--- config.mk ---
export PLATFORM = sky130hd
export DESIGN_NAME = ipb_priority_bank
export DESIGN_NICKNAME = d
export VERILOG_FILES = /design/src/core/ipb_pkg.sv /design/src/core/ipb_regbus_if.sv /design/src/core/ipb_wb_slave.sv /design/src/core/ipb_priority_bank.sv
export SDC_FILE = /design/constraint.sdc
export NUM_CORES = 1
export LEC_CHECK = 0
export BUFFER_PORTS_ARGS = -buffer_cell sky130_fd_sc_hd__buf_2
export CORE_MARGIN = 2
export CORE_UTILIZATION = 32
export CTS_BUF_LIST = sky130_fd_sc_hd__clkbuf_8
export CTS_CLUSTER_DIAMETER = 200
export DETAILED_ROUTE_END_ITERATION = 6
export PLACE_DENSITY = 0.6
export SKIP_LAST_GASP = 1
export SYNTH_ARGS = -nofsm -noshare
export SYNTH_HDL_FRONTEND = slang
export SYNTH_SLANG_ARGS = --single-unit
--- constraint.sdc ---
create_clock -name core_clk -period 6.8 [get_ports core_clk]
set_input_delay 1.36 -clock core_clk [delete_from_list [all_inputs] [get_ports core_clk]]
set_output_delay 1.36 -clock core_clk [all_outputs]
set_load 0.05 [all_outputs]
--- src/core/ipb_pkg.sv ---
package ipb_pkg;
	// widths of the bank
	localparam int             NUM_SOURCES = 16;
	localparam int             REG_W       = 16;
	localparam int             LEVEL_W     = 3;

	// one 3-bit priority level; 0 means the source is switched off
	typedef logic [2:0] ipb_level_type;

	// interrupt sources served by this bank, in output order
	typedef enum {
		SRC_SERIAL2_TX, SRC_SERIAL2_RX, SRC_EXT_IRQ2, SRC_TIMER5,
		SRC_CAN_EVENT, SRC_CAN_RECEIVE, SRC_SPI2_EVENT, SRC_SPI2_ERROR,
		SRC_DMA3_DONE, SRC_DMA4_DONE, SRC_PARALLEL_PORT, SRC_ENCODER1,
		SRC_PULSE_GEN1, SRC_PULSE_FAULT_A, SRC_CALENDAR, SRC_DMA5_DONE
	} ipb_source_type;

	// register indices
	localparam logic [2:0]     REG_SERIAL2_TIMER5 = 3'h0;
	localparam logic [2:0]     REG_CAN_SPI2       = 3'h1;
	localparam logic [2:0]     REG_DMA3           = 3'h2;
	localparam logic [2:0]     REG_DMA4_PARPORT   = 3'h3;
	localparam logic [2:0]     REG_ENCODER_PWM    = 3'h4;
	localparam logic [2:0]     REG_FAULT_RTC_DMA5 = 3'h5;
	localparam logic [2:0]     REG_ACTIVE_STATUS  = 3'h6;

	// byte offsets on the bus, one aligned word per register
	localparam logic [7:0]     OFS_SERIAL2_TIMER5 = 8'h00;
	localparam logic [7:0]     OFS_CAN_SPI2       = 8'h04;
	localparam logic [7:0]     OFS_DMA3           = 8'h08;
	localparam logic [7:0]     OFS_DMA4_PARPORT   = 8'h0C;
	localparam logic [7:0]     OFS_ENCODER_PWM    = 8'h10;
	localparam logic [7:0]     OFS_FAULT_RTC_DMA5 = 8'h14;
	localparam logic [7:0]     OFS_ACTIVE_STATUS  = 8'h18;

	// low bit of each field slot inside a register
	localparam logic [3:0]     POS_TOP    = 4'hC;
	localparam logic [3:0]     POS_UPPER  = 4'h8;
	localparam logic [3:0]     POS_LOWER  = 4'h4;
	localparam logic [3:0]     POS_BOTTOM = 4'h0;

	// level 4 after power-on, level 0 disables
	localparam ipb_level_type  FIELD_RESET = 3'h4;
	localparam ipb_level_type  LEVEL_OFF   = 3'h0;

	// which register and which slot each source lives in
	localparam logic [2:0] SRC_REG [NUM_SOURCES] = '{
		REG_SERIAL2_TIMER5, REG_SERIAL2_TIMER5, REG_SERIAL2_TIMER5,
		REG_SERIAL2_TIMER5, REG_CAN_SPI2, REG_CAN_SPI2, REG_CAN_SPI2,
		REG_CAN_SPI2, REG_DMA3, REG_DMA4_PARPORT, REG_DMA4_PARPORT,
		REG_ENCODER_PWM, REG_ENCODER_PWM, REG_FAULT_RTC_DMA5,
		REG_FAULT_RTC_DMA5, REG_FAULT_RTC_DMA5};
	localparam logic [3:0] SRC_POS [NUM_SOURCES] = '{
		POS_TOP, POS_UPPER, POS_LOWER, POS_BOTTOM,
		POS_TOP, POS_UPPER, POS_LOWER, POS_BOTTOM,
		POS_BOTTOM, POS_UPPER, POS_LOWER,
		POS_UPPER, POS_LOWER,
		POS_TOP, POS_UPPER, POS_LOWER};
endpackage

--- src/core/ipb_regbus_if.sv ---
// register access between the bus slave and the priority bank
interface ipb_regbus_if;
	import ipb_pkg::*;
	logic              wrStrobe;  // one-cycle write, taken at this edge
	logic [2:0]        regIndex;  // register addressed
	logic [REG_W-1:0]  wrData;    // write data, low half of the bus word
	logic [1:0]        wrLanes;   // byte lanes 1 and 0 of the write
	logic [REG_W-1:0]  rdData;    // image of the addressed register

	modport slave (output wrStrobe, output regIndex, output wrData,
		output wrLanes, input rdData);
	modport bank (input wrStrobe, input regIndex, input wrData,
		input wrLanes, output rdData);
endinterface

--- src/core/ipb_wb_slave.sv ---
// classic wishbone slave: one registered ack per request
module ipb_wb_slave
	import ipb_pkg::*;
(
	input  wire logic         core_clk,
	input  wire logic         rst,
	input  wire logic         wb_cyc_i,
	input  wire logic         wb_stb_i,
	input  wire logic         wb_we_i,
	input  wire logic [7:0]   wb_adr_i,
	input  wire logic [3:0]   wb_sel_i,
	input  wire logic [31:0]  wb_dat_i,
	output logic [31:0]       wb_dat_o,
	output logic              wb_ack_o,
	ipb_regbus_if.slave       regBus
);
	logic        request;   // live request not yet answered
	logic        mapped;    // address hits a register
	logic [2:0]  decIndex;  // decoded register index

	// address decode; anything else is unmapped and reads zero
	always_comb
	begin
		mapped = 1'b1;
		case (wb_adr_i)
			OFS_SERIAL2_TIMER5: decIndex = REG_SERIAL2_TIMER5;
			OFS_CAN_SPI2:       decIndex = REG_CAN_SPI2;
			OFS_DMA3:           decIndex = REG_DMA3;
			OFS_DMA4_PARPORT:   decIndex = REG_DMA4_PARPORT;
			OFS_ENCODER_PWM:    decIndex = REG_ENCODER_PWM;
			OFS_FAULT_RTC_DMA5: decIndex = REG_FAULT_RTC_DMA5;
			OFS_ACTIVE_STATUS:  decIndex = REG_ACTIVE_STATUS;
			default:
			begin
				decIndex = REG_SERIAL2_TIMER5;
				mapped   = 1'b0;
			end
		endcase
	end

	assign request          = wb_cyc_i & wb_stb_i & ~wb_ack_o;
	assign regBus.regIndex  = decIndex;
	assign regBus.wrData    = wb_dat_i[REG_W-1:0];
	assign regBus.wrLanes   = wb_sel_i[1:0];
	// write lands on the edge where the master sees ack
	assign regBus.wrStrobe  = wb_cyc_i & wb_stb_i & wb_we_i & wb_ack_o
		& mapped;

	// ack one cycle after the request, dropped the cycle after
	always_ff @(posedge core_clk or posedge rst)
	begin
		if (rst)
			wb_ack_o <= 1'b0;
		else
			wb_ack_o <= request;
	end

	// read data captured with the ack, upper half always zero
	always_ff @(posedge core_clk or posedge rst)
	begin
		if (rst)
			wb_dat_o <= 32'h0000_0000;
		else if (request && !wb_we_i && mapped)
			wb_dat_o <= {16'h0000, regBus.rdData};
		else if (request)
			wb_dat_o <= 32'h0000_0000;
	end
endmodule

--- src/core/ipb_priority_bank.sv ---
// Summary of operation
// - field value is the binary priority level
// - level 000 disables the source
// - unused bits read zero, ignore writes
// - fields reset to level 4
// - fields read back the value written
// - register 0 holds serial2, irq2, timer5
// - register 1 holds can and spi2 levels
// - can sources stay off without can module
// - register 2 holds only dma3 at 2-0
// - register 3 holds dma4 and parallel port
// - register 4 holds encoder1 and pwm1
// - register 5 holds fault, calendar, dma5
//
// Decided for this implementation: the register offsets and the Wishbone slave port.
module ipb_priority_bank
	import ipb_pkg::*;
#(
	parameter bit CAN_PRESENT = 1'b1  // build without the can module: 0
)
(
	input  wire logic         core_clk,
	input  wire logic         rst,
	input  wire logic         wb_cyc_i,
	input  wire logic         wb_stb_i,
	input  wire logic         wb_we_i,
	input  wire logic [7:0]   wb_adr_i,
	input  wire logic [3:0]   wb_sel_i,
	input  wire logic [31:0]  wb_dat_i,
	output logic [31:0]       wb_dat_o,
	output logic              wb_ack_o,
	output ipb_level_type     serial2_transmit_level,
	output ipb_level_type     serial2_receive_level,
	output ipb_level_type     external_irq2_level,
	output ipb_level_type     timer5_level,
	output ipb_level_type     can_event_level,
	output ipb_level_type     can_receive_level,
	output ipb_level_type     spi_two_event_level,
	output ipb_level_type     spi_two_error_level,
	output ipb_level_type     dma_ch3_done_level,
	output ipb_level_type     dma_ch4_done_level,
	output ipb_level_type     parallel_port_level,
	output ipb_level_type     encoder1_level,
	output ipb_level_type     pulse_gen1_level,
	output ipb_level_type     pulse_fault_a_level,
	output ipb_level_type     calendar_clock_level,
	output ipb_level_type     dma_ch5_done_level,
	output logic [15:0]       sourceActive
);
	ipb_regbus_if    regBus ();                   // slave to bank link
	ipb_level_type   fieldStore [NUM_SOURCES];    // software-visible fields
	ipb_level_type   next_fieldStore [NUM_SOURCES];
	ipb_level_type   levelOut [NUM_SOURCES];      // levels to arbitration
	ipb_level_type   next_levelOut [NUM_SOURCES];
	logic [15:0]     next_sourceActive;           // nonzero-level mask

	// bus slave: decode, ack and read data capture
	ipb_wb_slave busSlave (
		.core_clk (core_clk),
		.rst      (rst),
		.wb_cyc_i (wb_cyc_i),
		.wb_stb_i (wb_stb_i),
		.wb_we_i  (wb_we_i),
		.wb_adr_i (wb_adr_i),
		.wb_sel_i (wb_sel_i),
		.wb_dat_i (wb_dat_i),
		.wb_dat_o (wb_dat_o),
		.wb_ack_o (wb_ack_o),
		.regBus   (regBus)
	);

	// is a source physically present in this build
	function automatic logic sourcePresent(input int src);
		sourcePresent = CAN_PRESENT
			|| (src != int'(SRC_CAN_EVENT) && src != int'(SRC_CAN_RECEIVE));
	endfunction

	// assemble one register image from the stored fields
	function automatic logic [REG_W-1:0] regImage(
		input logic [2:0]    idx,
		input ipb_level_type f [NUM_SOURCES]
	);
		logic [REG_W-1:0] img;
		img = 16'h0000;  // unused slots stay zero
		for (int s = 0; s < NUM_SOURCES; s++)
		begin
			if (SRC_REG[s] == idx)
				img[SRC_POS[s] +: LEVEL_W] = f[s];
		end
		regImage = img;
	endfunction

	// field update: a write touches only the slots mapped in the register
	// and only through the byte lane that carries the slot
	always_comb
	begin
		for (int s = 0; s < NUM_SOURCES; s++)
		begin
			next_fieldStore[s] = fieldStore[s];
			if (regBus.wrStrobe && regBus.regIndex == SRC_REG[s]
				&& regBus.wrLanes[SRC_POS[s][3]])
				next_fieldStore[s] = regBus.wrData[SRC_POS[s] +: LEVEL_W];
		end
	end

	// stored fields: level 4 out of reset
	always_ff @(posedge core_clk or posedge rst)
	begin
		if (rst)
		begin
			for (int s = 0; s < NUM_SOURCES; s++)
				fieldStore[s] <= FIELD_RESET;
		end
		else
		begin
			for (int s = 0; s < NUM_SOURCES; s++)
				fieldStore[s] <= next_fieldStore[s];
		end
	end

	// outgoing levels load from the next field value so a write reaches
	// the arbitration on the same edge it lands in the register
	always_comb
	begin
		next_sourceActive = 16'h0000;
		for (int s = 0; s < NUM_SOURCES; s++)
		begin
			// absent sources are forced off whatever software wrote
			if (sourcePresent(s))
				next_levelOut[s] = next_fieldStore[s];
			else
				next_levelOut[s] = LEVEL_OFF;
			// level zero means the source may never request
			next_sourceActive[s] = (next_levelOut[s] != LEVEL_OFF);
		end
	end

	// output flops toward the arbitration logic
	always_ff @(posedge core_clk or posedge rst)
	begin
		if (rst)
		begin
			for (int s = 0; s < NUM_SOURCES; s++)
				levelOut[s] <= FIELD_RESET;
			// an absent can module never shows a live level, not even
			// while reset is held, so the gate holds from the first edge
			if (!CAN_PRESENT)
			begin
				levelOut[int'(SRC_CAN_EVENT)]   <= LEVEL_OFF;
				levelOut[int'(SRC_CAN_RECEIVE)] <= LEVEL_OFF;
			end
		end
		else
		begin
			for (int s = 0; s < NUM_SOURCES; s++)
				levelOut[s] <= next_levelOut[s];
		end
	end

	// active mask flop; reset value mirrors the present sources
	always_ff @(posedge core_clk or posedge rst)
	begin
		if (rst)
			sourceActive <= CAN_PRESENT ? 16'hFFFF : 16'hFFCF;
		else
			sourceActive <= next_sourceActive;
	end

	// read image: fields, or the active mask in the status slot
	always_comb
	begin
		if (regBus.regIndex == REG_ACTIVE_STATUS)
			regBus.rdData = sourceActive;
		else
			regBus.rdData = regImage(regBus.regIndex, fieldStore);
	end

	// named outputs, each a plain alias of its flop
	assign serial2_transmit_level = levelOut[int'(SRC_SERIAL2_TX)];
	assign serial2_receive_level  = levelOut[int'(SRC_SERIAL2_RX)];
	assign external_irq2_level    = levelOut[int'(SRC_EXT_IRQ2)];
	assign timer5_level           = levelOut[int'(SRC_TIMER5)];
	assign can_event_level        = levelOut[int'(SRC_CAN_EVENT)];
	assign can_receive_level      = levelOut[int'(SRC_CAN_RECEIVE)];
	assign spi_two_event_level    = levelOut[int'(SRC_SPI2_EVENT)];
	assign spi_two_error_level    = levelOut[int'(SRC_SPI2_ERROR)];
	assign dma_ch3_done_level     = levelOut[int'(SRC_DMA3_DONE)];
	assign dma_ch4_done_level     = levelOut[int'(SRC_DMA4_DONE)];
	assign parallel_port_level    = levelOut[int'(SRC_PARALLEL_PORT)];
	assign encoder1_level         = levelOut[int'(SRC_ENCODER1)];
	assign pulse_gen1_level       = levelOut[int'(SRC_PULSE_GEN1)];
	assign pulse_fault_a_level    = levelOut[int'(SRC_PULSE_FAULT_A)];
	assign calendar_clock_level   = levelOut[int'(SRC_CALENDAR)];
	assign dma_ch5_done_level     = levelOut[int'(SRC_DMA5_DONE)];

	// timer5 level and stored calendar field read 4 right after reset release
	reset_levels_a: assert property (@(posedge core_clk)
		disable iff (rst)
		$past(rst) |-> (timer5_level == 3'h4
			&& fieldStore[int'(SRC_CALENDAR)] == 3'h4))
		else $error("level not 4 after reset");

	// serial2 transmit slot takes bits 14-12 as its binary level
	write_tx_a: assert property (@(posedge core_clk)
		disable iff (rst)
		(regBus.wrStrobe && regBus.regIndex == 3'h0 && regBus.wrLanes[1])
		|=> serial2_transmit_level == $past(regBus.wrData[14:12]))
		else $error("serial2 transmit level not written");

	// spi2 error slot takes bits 2-0 through lane 0
	write_spierr_a: assert property (@(posedge core_clk)
		disable iff (rst)
		(regBus.wrStrobe && regBus.regIndex == 3'h1 && regBus.wrLanes[0])
		|=> spi_two_error_level == $past(regBus.wrData[2:0]))
		else $error("spi2 error level not written");

	// can sources stay off in a build without can
	can_gate_a: assert property (@(posedge core_clk)
		disable iff (rst)
		!CAN_PRESENT |-> (can_event_level == 3'h0
			&& can_receive_level == 3'h0 && !sourceActive[4]))
		else $error("absent can source enabled");

	// dma3 register reads nothing above bit 2
	dma3_only_a: assert property (@(posedge core_clk)
		disable iff (rst)
		(regBus.regIndex == 3'h2) |-> regBus.rdData[15:3] == 13'h0000)
		else $error("dma3 register upper bits not zero");

	// dma4 slot takes bits 10-8, parallel port unchanged by lane 1 only
	write_dma4_a: assert property (@(posedge core_clk)
		disable iff (rst)
		(regBus.wrStrobe && regBus.regIndex == 3'h3 && regBus.wrLanes == 2'h2)
		|=> (dma_ch4_done_level == $past(regBus.wrData[10:8])
			&& $stable(parallel_port_level)))
		else $error("dma4 write wrong");

	// pwm1 slot takes bits 6-4
	write_pwm1_a: assert property (@(posedge core_clk)
		disable iff (rst)
		(regBus.wrStrobe && regBus.regIndex == 3'h4 && regBus.wrLanes[0])
		|=> pulse_gen1_level == $past(regBus.wrData[6:4]))
		else $error("pwm1 level not written");

	// calendar slot takes bits 10-8
	write_rtc_a: assert property (@(posedge core_clk)
		disable iff (rst)
		(regBus.wrStrobe && regBus.regIndex == 3'h5 && regBus.wrLanes[1])
		|=> calendar_clock_level == $past(regBus.wrData[10:8]))
		else $error("calendar level not written");

	// unused bits of the first register never read as one
	reserved_zero_a: assert property (@(posedge core_clk)
		disable iff (rst)
		(regBus.regIndex == 3'h0) |-> (regBus.rdData & 16'h8888) == 16'h0000)
		else $error("reserved bit reads one");

	// the serial2 transmit active flag never stands beside level zero
	disabled_flag_a: assert property (@(posedge core_clk)
		disable iff (rst)
		sourceActive[0] == (serial2_transmit_level != 3'h0))
		else $error("active flag disagrees with level");

	// a read answer carries the stored spi2 event field of register 1
	readback_a: assert property (@(posedge core_clk)
		disable iff (rst)
		(wb_cyc_i && wb_stb_i && !wb_we_i && !wb_ack_o && wb_adr_i == 8'h04)
		##1 (wb_ack_o && !regBus.wrStrobe)
		|-> wb_dat_o[6:4] == fieldStore[int'(SRC_SPI2_EVENT)])
		else $error("read data differs from stored field");

	// timer5 and encoder1 levels hold steady while no write lands
	level_hold_a: assert property (@(posedge core_clk)
		disable iff (rst)
		!regBus.wrStrobe |=> $stable(timer5_level) && $stable(encoder1_level))
		else $error("level moved without a write");

	// timer5 slot takes bits 2-0 through lane 0
	write_timer5_a: assert property (@(posedge core_clk)
		disable iff (rst)
		(regBus.wrStrobe && regBus.regIndex == 3'h0 && regBus.wrLanes[0])
		|=> timer5_level == $past(regBus.wrData[2:0]))
		else $error("timer5 level not written");

	// a write on lane 0 alone leaves the serial2 receive slot alone
	lane_gate_a: assert property (@(posedge core_clk)
		disable iff (rst)
		(regBus.wrStrobe && regBus.regIndex == 3'h0 && regBus.wrLanes == 2'h1)
		|=> ($stable(serial2_receive_level)
			&& external_irq2_level == $past(regBus.wrData[6:4])))
		else $error("lane 0 write disturbed upper slots");

	// can event slot takes bits 14-12 where the can module is built
	write_canev_a: assert property (@(posedge core_clk)
		disable iff (rst)
		(CAN_PRESENT && regBus.wrStrobe && regBus.regIndex == 3'h1
			&& regBus.wrLanes[1])
		|=> can_event_level == $past(regBus.wrData[14:12]))
		else $error("can event level not written");

	// dma3 slot takes bits 2-0 through lane 0
	write_dma3_a: assert property (@(posedge core_clk)
		disable iff (rst)
		(regBus.wrStrobe && regBus.regIndex == 3'h2 && regBus.wrLanes[0])
		|=> dma_ch3_done_level == $past(regBus.wrData[2:0]))
		else $error("dma3 level not written");

	// fault slot takes bits 14-12 through lane 1
	write_fault_a: assert property (@(posedge core_clk)
		disable iff (rst)
		(regBus.wrStrobe && regBus.regIndex == 3'h5 && regBus.wrLanes[1])
		|=> pulse_fault_a_level == $past(regBus.wrData[14:12]))
		else $error("fault level not written");

	// unused bits of the sixth register never read as one
	reserved_last_a: assert property (@(posedge core_clk)
		disable iff (rst)
		(regBus.regIndex == 3'h5) |-> (regBus.rdData & 16'h888F) == 16'h0000)
		else $error("reserved bit of last register reads one");
endmodule

==> results of run 1 <==
## metrics by stage
step,hold slack [ns],cell area (um^2)
4_1_cts,0.510,5160
3_5_place_dp,0.486,4950
3_3_place_gp,0.483,4950
6_report,0.506,5160
2_1_floorplan,0.674,4340
5_1_grt,0.529,5160
## per-layer routing
layer  GRT usage (%)  vias up  wire (um)
li1                -     1602          -
met1            24.6     1763       5700
met2            26.4      157       5770
met3            5.18       24        922
met4            7.43        0        301
met5               0        -          0
## critical path, cell delays in order
cell     delay, ns
buf_2         0.14
nor2_1        0.76
nand2_1       0.40
nor3_2        0.69
mux2_2        0.42
## path summary, 6_finish.rpt
path                                       from                 endpoint  depth (start not counted)
setup / recovery                    wb_adr_i[1]  calendar_clock_level[1]                          5
hold / removal             busSlave.wb_dat_o[3]     busSlave.wb_dat_o[3]                          1
setup reg to reg              busSlave.wb_ack_o    busSlave.wb_dat_o[13]                          4
hold reg to reg            busSlave.wb_dat_o[3]     busSlave.wb_dat_o[3]                          1
max in group asynchronous                   rst   pulse_fault_a_level[0]                          3
min in group asynchronous                   rst   external_irq2_level[1]                          3
## flip-flops by register name (all words and copies together), names as in the netlist
name,flops
calendar_clock_level,3
can_receive_level,3
parallel_port_level,3
dma_ch5_done_level,3
external_irq2_level,3
encoder1_level,3
spi_two_error_level,3
serial2_receive_level,3
serial2_transmit_level,3
can_event_level,3
dma_ch3_done_level,3
spi_two_event_level,3
busSlave.wb_ack_o,1
dma_ch4_done_level,3
sourceActive,16
pulse_gen1_level,3
pulse_fault_a_level,3
timer5_level,3
busSlave.wb_dat_o,16
## synthesized netlist by cell type (7+ instances only)
library cell,instances
dfstp_2,32
nor3_1,30
mux2i_1,21
mux2_2,48
o211ai_1,7
nor4_1,12
nor2_1,8
buf_4,17
nand3b_1,9
dfrtp_1,49
o21ai_0,7
nand2_1,10
inv_1,9
clkbuf_1,11
a41oi_1,9
and2_1,8
## logic make-up (layout without fill, tap and decap cells)
| kind of cell | Yosys count | in the layout |
|---|---|---|
| muxes | 69 | 69 |
| DFF | 81 | 81 |
| buffers and inverters | 45 | 137 |
| AOI/OAI and AO/OA | 67 | 67 |
| and+or+nand+nor | 110 | 110 |
| other | 1 | 16 |
## final cells by class
type	count	area share, %
Clock inverter	7	1.67
Tap cell	176	4.27
Timing Repair Buffer	112	11.1
Sequential cell	81	40.1
Clock buffer	9	2.40
Inverter	9	0.679
Multi-Input combinational cell	262	39.8
## power groups by stage
stage	combinational, mW	clock [mW]	sequential (mW)
floorplan	0.0595	0	0.498
global placement	0.0808	0	0.494
detailed placement	0.0821	0	0.494
CTS	0.0824	0.391	0.485
global route	0.0888	0.410	0.485
finish	0.0826	0.382	0.485
==> impl_metrics.csv, run 1 <==
group,metric,value,unit
floorplan,num_io_pins,146,
finish,fin_cells,656,
critical_path,r2r_slack,4.08,ns
timing,fin_tns_setup,0,ns
grt,grt_pass1_vias,3479,
critical_path,end_kind,"flip-flop",
critical_path,path_max_fanout,13,
cts,clkSlewWorstSetupHoldPaths,0.08,ns
floorplan,dieHeight,120,um
run,maxCapViolations,0,
cts,numCtsBuffers,9,
timing,hold_viol_final,0,
cts,cts_hold_buf,0,
logic_synthesis,async_reset_ff_share,100,%
grt,grt_pass1_wl,19800,um
floorplan,design.core.area,0.0131,mm^2
logic_synthesis,synth_area_leader_cell,"dfrtp_1",
timing,period_share,51.8,%
timing,fin_skew,0.00856,ns
placement,gp_congestion,0.834,
logic_synthesis,syn-cell-area,0.00429,mm^2
power_and_ir_drop,swShare,26.0,%
timing,finalWorstSetupSlack,3.28,ns
logic_synthesis,yosys.area_share.simple,16.4,%
power_and_ir_drop,sequentialPowerShare,51.1,%
finish,final_nets,524,
min_path,min-delay-path-class,"flip-flop to flip-flop",
placement,dp_cells,640,
finish,n_fill_cell,1307,
cts,clock-sinks,81,
detailed_routing,drt-pass1-iter-count,5,
finish,multi_input_area,0.00205,mm^2
finish,final_cell_mix,"107 x buf_2, 49 x dfrtp_1, 48 x mux2_2, 32 x dfstp_2, 29 x nor3_1",
logic_synthesis,synth_cell_type_count,51,
floorplan,die_w,120,um
logic_synthesis,synth_area_leaders,"dfrtp_1 29%, dfstp_2 20%, mux2_2 13%",
floorplan,die_area,0.0143,mm^2
power_and_ir_drop,p_sw,0.247,mW
timing,period_needed,3.52,ns
finish,drive_gt1_share,47.5,%
timing,tightest_slew,1.02,ns
placement,hpwl,9190,um
logic_synthesis,synth-xor-area-share,0,%
detailed_routing,drt_iter0_drc,238,
critical_path,start_kind,"input port",
logic_synthesis,yosysWarnings,0,
critical_path,crit_type,"input port to flip-flop",
logic_synthesis,synthMuxAreaShare,17.5,%
logic_synthesis,synth-adder-area-share,0,%
timing,slew_headroom,32.1,%
power_and_ir_drop,vdd_drop_max,0.0671,mV
power_and_ir_drop,total_power,0.950,mW
detailed_routing,post-route-drc-count,0,
cts,postCtsSetupRepairBufs,0,
logic_synthesis,synth-edff-count,0,
logic_synthesis,netlist.area_leader.share,28.6,%
timing,maxSlewViolCount,0,
cts,cts_tree,"built",
logic_synthesis,syn_inst,373,
grt,antenna_found_initial,0,
timing,finalSetupViolations,0,
power_and_ir_drop,p_comb_share,8.7,%
logic_synthesis,syn_avg_cell_area,11.5,um^2
grt,grt_max_degree,82,
cts,cts_resized,0,
logic_synthesis,synthFlopType,"dfrtp_1",
detailed_routing,via_per_inst,5.41,
finish,n_antenna_cell,0,
placement,io_buffers,107,
logic_synthesis,synth_compound_area_share,12.2,%
logic_synthesis,synth_top_family_by_area,"multiplexers",
logic_synthesis,synth-seq-area-share,48.2,%
power_and_ir_drop,power.internal,0.703,mW
cts,clockBufferDepth,2,
critical_path,arrival,3.78,ns
cts,clk_latency,0.37,ns
logic_synthesis,synth.ff_latch_count,81,
finish,fin_util,39.3,%
detailed_routing,ant_nets,0,
power_and_ir_drop,power_density,184,mW/mm^2
timing,rsz0062_at_grt,"no",
finish,final_common_cell,"buf_2",
floorplan,initial_utilization,32.6,%
detailed_routing,routed_wl,12700,um
detailed_routing,avgRoutedWirePerCell,19.4,um
cts,h-tree-depth,3,
placement,post-place-ws,2.96,ns
finish,regArea,0.00207,mm^2
status,status,"finished clean",
grt,grt.total_usage,17.9,%
critical_path,cp_data_required_time,7.06,ns
power_and_ir_drop,clkPwrFrac,40.2,%
floorplan,row_count,42,
power_and_ir_drop,leakage,2.43,nW
timing,fmax,284,MHz
finish,area_growth_syn_to_layout,20.4,%
cts,clock_tree.root_cell,"clkbuf_8",
detailed_routing,dr_total_vias,3546,
grt,gr-total-overflow,0,
No activity file was read; power rests on OpenSTA's default activity.
==> run 2, diff against run 1 <==
Settings changed: ABC_AREA set to 1.
Clock period 6.8 ns to 3.3 ns, I/O delays scaled along.
==> run 2 against run 1 <==
Against the previous run: synthesized area up 4.2%; non-clock buffer count unchanged; largest power group unchanged; hold slack worse by 0.14 ns; sequential share of layout area down 1.5 points; first-iteration DRC count down 8.0%; highest routed layer unchanged; flip-flop and latch count unchanged; setup slack worse by 2.2 ns; largest cell class unchanged; clock skew up 0.0017 ns; clock power rose to 2.5 times the previous value.
==> impl_metrics.csv, run 2 <==
group,metric,value,unit
status,status,"finished clean",
logic_synthesis,yosys-top-cells-count,"152 x nand2_1, 125 x inv_1, 49 x dfrtp_1",
timing,hold_slack,0.368,ns
critical_path,r2r_slack,1.20,ns
logic_synthesis,yosysMostFrequentCell,"nand2_1",
grt,grt_max_degree,82,
logic_synthesis,netlist.area_leader.share,27.5,%
critical_path,path_max_fanout,30,
cts,clk_latency,0.37,ns
cts,numCtsBuffers,9,
power_and_ir_drop,vdd_drop_max,0.214,mV
critical_path,cp_cell_sequence,"buf_2, inv_1, nand2_1, nor2_4, nand2_4, nand3_1, nor2_2, nor2_4, nand4_1, nand2_1, nand3_1",
finish,final_common_cell,"nand2_1",
floorplan,die_w,122,um
detailed_routing,routed_wl,12500,um
floorplan,design.core.area,0.0138,mm^2
grt,top_usage_layer,"met2",
finish,largestRegisters,"busSlave.wb_dat_o: 16 flops, sourceActive: 16 flops",
placement,io_buffers,107,
logic_synthesis,syn-cell-area,0.00447,mm^2
cts,clock_tree.root_cell,"clkbuf_8",
run,maxCapViolations,0,
cts,h-tree-depth,3,
grt,grt.total_usage,17.4,%
cts,cts_resized,0,
floorplan,die_area,0.0149,mm^2
floorplan,num_io_pins,146,
finish,fin_area,0.00536,mm^2
placement,hpwl,9450,um
placement,post_dp_cell_area,0.00509,mm^2
detailed_routing,drt-pass1-iter-count,4,
timing,fmax,460,MHz
finish,drive_gt1_share,29.0,%
detailed_routing,drt_iter0_drc,219,
cts,clockBufferDepth,2,
logic_synthesis,synthFlopType,"dfrtp_1",
grt,grtUsageMet3,4.59,%
logic_synthesis,synth_area_leader_cell,"dfrtp_1",
timing,period_share,65.8,%
power_and_ir_drop,power_density,397,mW/mm^2
timing,period_needed,2.17,ns
critical_path,crit_slowest_cell,"nor2_4",
logic_synthesis,syn_inst,573,
logic_synthesis,synth.ff_latch_count,81,
grt,grtUsageMet1,23.5,%
finish,n_fill_cell,1471,
detailed_routing,dr_total_vias,3921,
detailed_routing,avgRoutedWirePerCell,14.5,um
timing,maxSlewViolCount,0,
cts,postCtsSetupRepairBufs,0,
critical_path,crit_type,"input port to flip-flop",
critical_path,arrival,2.45,ns
finish,n_antenna_cell,0,
grt,grt_pass1_vias,3721,
critical_path,slowest_delay,0.53,ns
floorplan,row_count,43,
cts,clkSlewWorstSetupHoldPaths,0.09,ns
timing,tightest_slew,0.683,ns
detailed_routing,ant_nets,0,
critical_path,end_kind,"flip-flop",
power_and_ir_drop,total_power,2.13,mW
critical_path,reg2regPathDepth,8,
timing,hold_viol_final,0,
logic_synthesis,synth-edff-count,0,
grt,grt_pass1_wl,19500,um
finish,final_nets,727,
grt,grt_util_met2,27.0,%
timing,rsz0062_at_grt,"no",
power_and_ir_drop,leakage,2.90,nW
grt,gr-total-overflow,0,
finish,final_cell_mix,"152 x nand2_1, 124 x inv_1, 107 x buf_2, 49 x dfrtp_1, 41 x nand4_1",
critical_path,r2r_start,"busSlave.wb_ack_o",
timing,fin_skew,0.0102,ns
finish,area_growth_syn_to_layout,20.0,%
placement,gp_congestion,0.851,
cts,cts_tree,"built",
floorplan,dieHeight,122,um
cts,cts_hold_buf,0,
cts,clock-sinks,81,
logic_synthesis,syn_avg_cell_area,7.79,um^2
detailed_routing,via_per_inst,4.54,
detailed_routing,post-route-drc-count,0,
logic_synthesis,async_reset_ff_share,100,%
timing,fin_tns_setup,0,ns
timing,slew_headroom,54.4,%
critical_path,start_kind,"input port",
logic_synthesis,yosysWarnings,0,
critical_path,reg2reg_to,"sourceActive[4]",
critical_path,cp_data_required_time,3.58,ns
min_path,min-delay-path-class,"input port to async pin",
floorplan,initial_utilization,32.4,%
logic_synthesis,synth_area_leaders,"dfrtp_1 27%, dfstp_2 19%, nand2_1 13%",
timing,finalSetupViolations,0,
grt,antenna_found_initial,0,
logic_synthesis,synth_cell_type_count,31,
logic_synthesis,synth-seq-area-share,46.3,%
run 2: final cells by class:
type	instances	area [um^2]	share of cell area (%)
multi-input combinational	341	1720	32.0
clock inverter	7	143	2.66
inverter	133	500	9.34
sequential	81	2070	38.6
timing repair buffer	112	586	10.9
tap	180	225	4.20
clock buffer	9	124	2.31
run 2: per-layer routing:
layer  routed length [um]  vias to the layer above
li1                     -                     1970
met1                 5710                     1821
met3                  960                       15
met5                    0                        -
met4                  248                        0
met2                 5610                      115
run 2: how the worst max path moves through the flow:
stage	from	end	slack (ns)	cells past startpoint
final	wb_adr_i[0]	sourceActive[4]	1.13	11
after global routing	wb_adr_i[0]	sourceActive[4]	0.96	11
after CTS	wb_adr_i[0]	sourceActive[4]	1.15	11
after detailed placement	wb_adr_i[0]	sourceActive[4]	0.77	11
after global placement	wb_adr_i[0]	sourceActive[7]	0.78	11
after floorplan	rst	busSlave.wb_ack_o	0.61	1
run 2: cells by family (layout without fill, tap and decap cells):
logic type             Yosys count  count (layout)  share of synthesized area, %
other                            1              16                        0.0840
buffers and inverters          166             261                          16.6
AO/OA/AOI/OAI                   44              44                          5.72
AND/OR/NAND/NOR                281             281                          31.4
flip-flops                      81              81                          46.3
run 2: per-stage QoR:
| stage | setup WS (ns) | util [%] | instances |
|---|---|---|---|
| floorplan | 0.613 | - | 588 |
| global placement | 0.782 | 37.0 | 847 |
| detailed placement | 0.767 | 37.0 | 847 |
| CTS | 1.15 | 38.9 | 863 |
| global route | 0.962 | 38.9 | 863 |
| finish | 1.13 | 38.9 | 863 |
run 2: where the power goes:
part / switching (mW) / internal (mW) / total, mW
Sequential: 0.00267 / 0.998 / 1.00
Combinational: 0.132 / 0.0289 / 0.161
Clock: 0.386 / 0.580 / 0.966
run 2: worst max-delay path: cells and delay by family:
family	cells	cell delay (ns)
buffers and inverters	2	0.15
AND/OR/NAND/NOR	9	1.64
==> run 3, diff against run 2 <==
Clock period 3.3 ns to 2.02 ns, I/O delays scaled along.
==> run 3 against run 2 <==
Against the previous run: sequential share of layout area fell by 0.59 points; die area did not move; core utilization rose by 0.61 points; critical path type is now flip-flop to flip-flop; highest routed layer unchanged.
==> impl_metrics.csv, run 3 (synthesis gave the netlist of run 2 again) <==
group,metric,value,unit
timing,rsz0062_at_grt,"no",
grt,gr-total-overflow,0,
timing,finalWorstSetupSlack,0.306,ns
timing,tightest_slew,0.529,ns
floorplan,dieHeight,122,um
grt,grt.total_usage,17.0,%
cts,clock_tree.root_cell,"clkbuf_8",
placement,post-place-ws,0.00662,ns
grt,antenna_found_initial,1,
floorplan,num_io_pins,146,
floorplan,initial_utilization,32.4,%
placement,gp_congestion,0.837,
floorplan,row_count,43,
timing,period_share,84.9,%
critical_path,path_max_fanout,6,
cts,h-tree-depth,3,
detailed_routing,via_per_inst,4.45,
floorplan,die_w,122,um
run,maxCapViolations,0,
critical_path,end_kind,"flip-flop",
grt,grt_pass1_vias,3795,
detailed_routing,routed_wl,12300,um
cts,cts_tree,"built",
critical_path,crit_type,"flip-flop to flip-flop",
status,status,"finished clean",
detailed_routing,drt_iter0_drc,203,
finish,drive_gt1_share,30.6,%
timing,slew_headroom,64.7,%
min_path,min-delay-path-class,"input port to async pin",
floorplan,die_area,0.0149,mm^2
grt,grt_max_degree,32,
power_and_ir_drop,power_density,561,mW/mm^2
detailed_routing,post-route-drc-count,0,
detailed_routing,ant_nets,0,
detailed_routing,drt-pass1-iter-count,5,
timing,fmax,583,MHz
finish,final_cell_mix,"152 x nand2_1, 127 x inv_1, 107 x buf_2, 49 x dfrtp_1, 41 x nand4_1",
cts,clockBufferDepth,2,
detailed_routing,dr_total_vias,3934,
power_and_ir_drop,vdd_drop_max,0.277,mV
cts,numCtsBuffers,9,
cts,cts_hold_buf,0,
finish,final_nets,747,
timing,fin_tns_setup,0,ns
critical_path,arrival,1.96,ns
cts,postCtsSetupRepairBufs,0,
timing,period_needed,1.71,ns
cts,clk_latency,0.36,ns
finish,largestRegisters,"busSlave.wb_dat_o: 16 flops, sourceActive: 16 flops",
finish,final_common_cell,"nand2_1",
cts,clkSlewWorstSetupHoldPaths,0.09,ns
detailed_routing,avgRoutedWirePerCell,14.0,um
cts,clock-sinks,81,
grt,grt_pass1_wl,19200,um
floorplan,design.core.area,0.0138,mm^2
critical_path,start_kind,"flip-flop",
timing,maxSlewViolCount,0,
cts,cts_resized,0,
timing,fin_skew,0.0124,ns
placement,hpwl,9900,um
finish,area_growth_syn_to_layout,21.9,%
timing,finalSetupViolations,0,
placement,io_buffers,107,
power_and_ir_drop,leakage,2.97,nW
timing,hold_viol_final,0,
critical_path,cp_data_required_time,2.27,ns
-- run 3: changes by cell type in the layout (fill, tap and decap cells not counted), sizes merged --
cell and delta:
clkinvlp +2, bufinv -3, buf +20, inv +3, diode +1, clkinv -2
-- run 3: final timing paths --
check / from / end / slack, ns / cells after the start
max: busSlave.wb_ack_o / dma_ch3_done_level[1] / 0.31 / 8
min: rst / dma_ch5_done_level[1] / 0.08 / 2
max reg2reg: busSlave.wb_ack_o / dma_ch3_done_level[1] / 0.31 / 8
min reg2reg: busSlave.wb_dat_o[5] / busSlave.wb_dat_o[5] / 0.48 / 2
max in group asynchronous: rst / dma_ch4_done_level[2] / 1.35 / 3
min in group core_clk: wb_dat_i[8] / serial2_receive_level[0] / 0.30 / 3
-- run 3: cell type report --
type | count | area [um^2]
inverter | 133 | 503
clock buffer | 9 | 124
clock inverter | 7 | 58.8
tap | 180 | 225
sequential | 81 | 2070
antenna | 1 | 2.50
timing repair buffer | 132 | 748
multi-input combinational | 341 | 1720
fill | 1506 | 8330
-- run 3: per-stage QoR --
step	total power [mW]	instances	utilization, %	instance area (um^2)	hold WS [ns]
after CTS	3.09	883	39.5	5440	0.0856
after global routing	3.18	883	39.5	5440	0.109
after floorplan	1.87	588	-	4530	0.542
after global placement	1.94	867	38.2	5260	0.459
after detailed placement	1.94	867	38.2	5260	0.466
final	3.05	884	39.5	5440	0.0793
-- run 3: worst max-delay path, cell delays in order (launching register included) --
cell and delay [ns]:
dfrtp_1 0.42, inv_1 0.09, nor3_4 0.28, buf_4 0.21
nand2_1 0.07, nor2_2 0.24, nand3_1 0.14, nand2_1 0.11
inv_1 0.04
-- run 3: where the power goes --
part / total [mW] / switching, mW / internal [mW]
sequential: 1.63 / 0.00427 / 1.63
clock: 1.15 / 0.595 / 0.554
combinational: 0.270 / 0.214 / 0.0566
total: 3.05 / 0.813 / 2.24
-- run 3: per-layer routing --
metal	vias up	wire length, um	part of all wire [%]	global-route usage, %
li1	2015	-	-	-
met1	1774	5710	46	22.9
met2	124	5440	44	26.1
met3	21	901	7.3	4.31
met4	0	285	2.3	6.75
met5	-	0	0	0
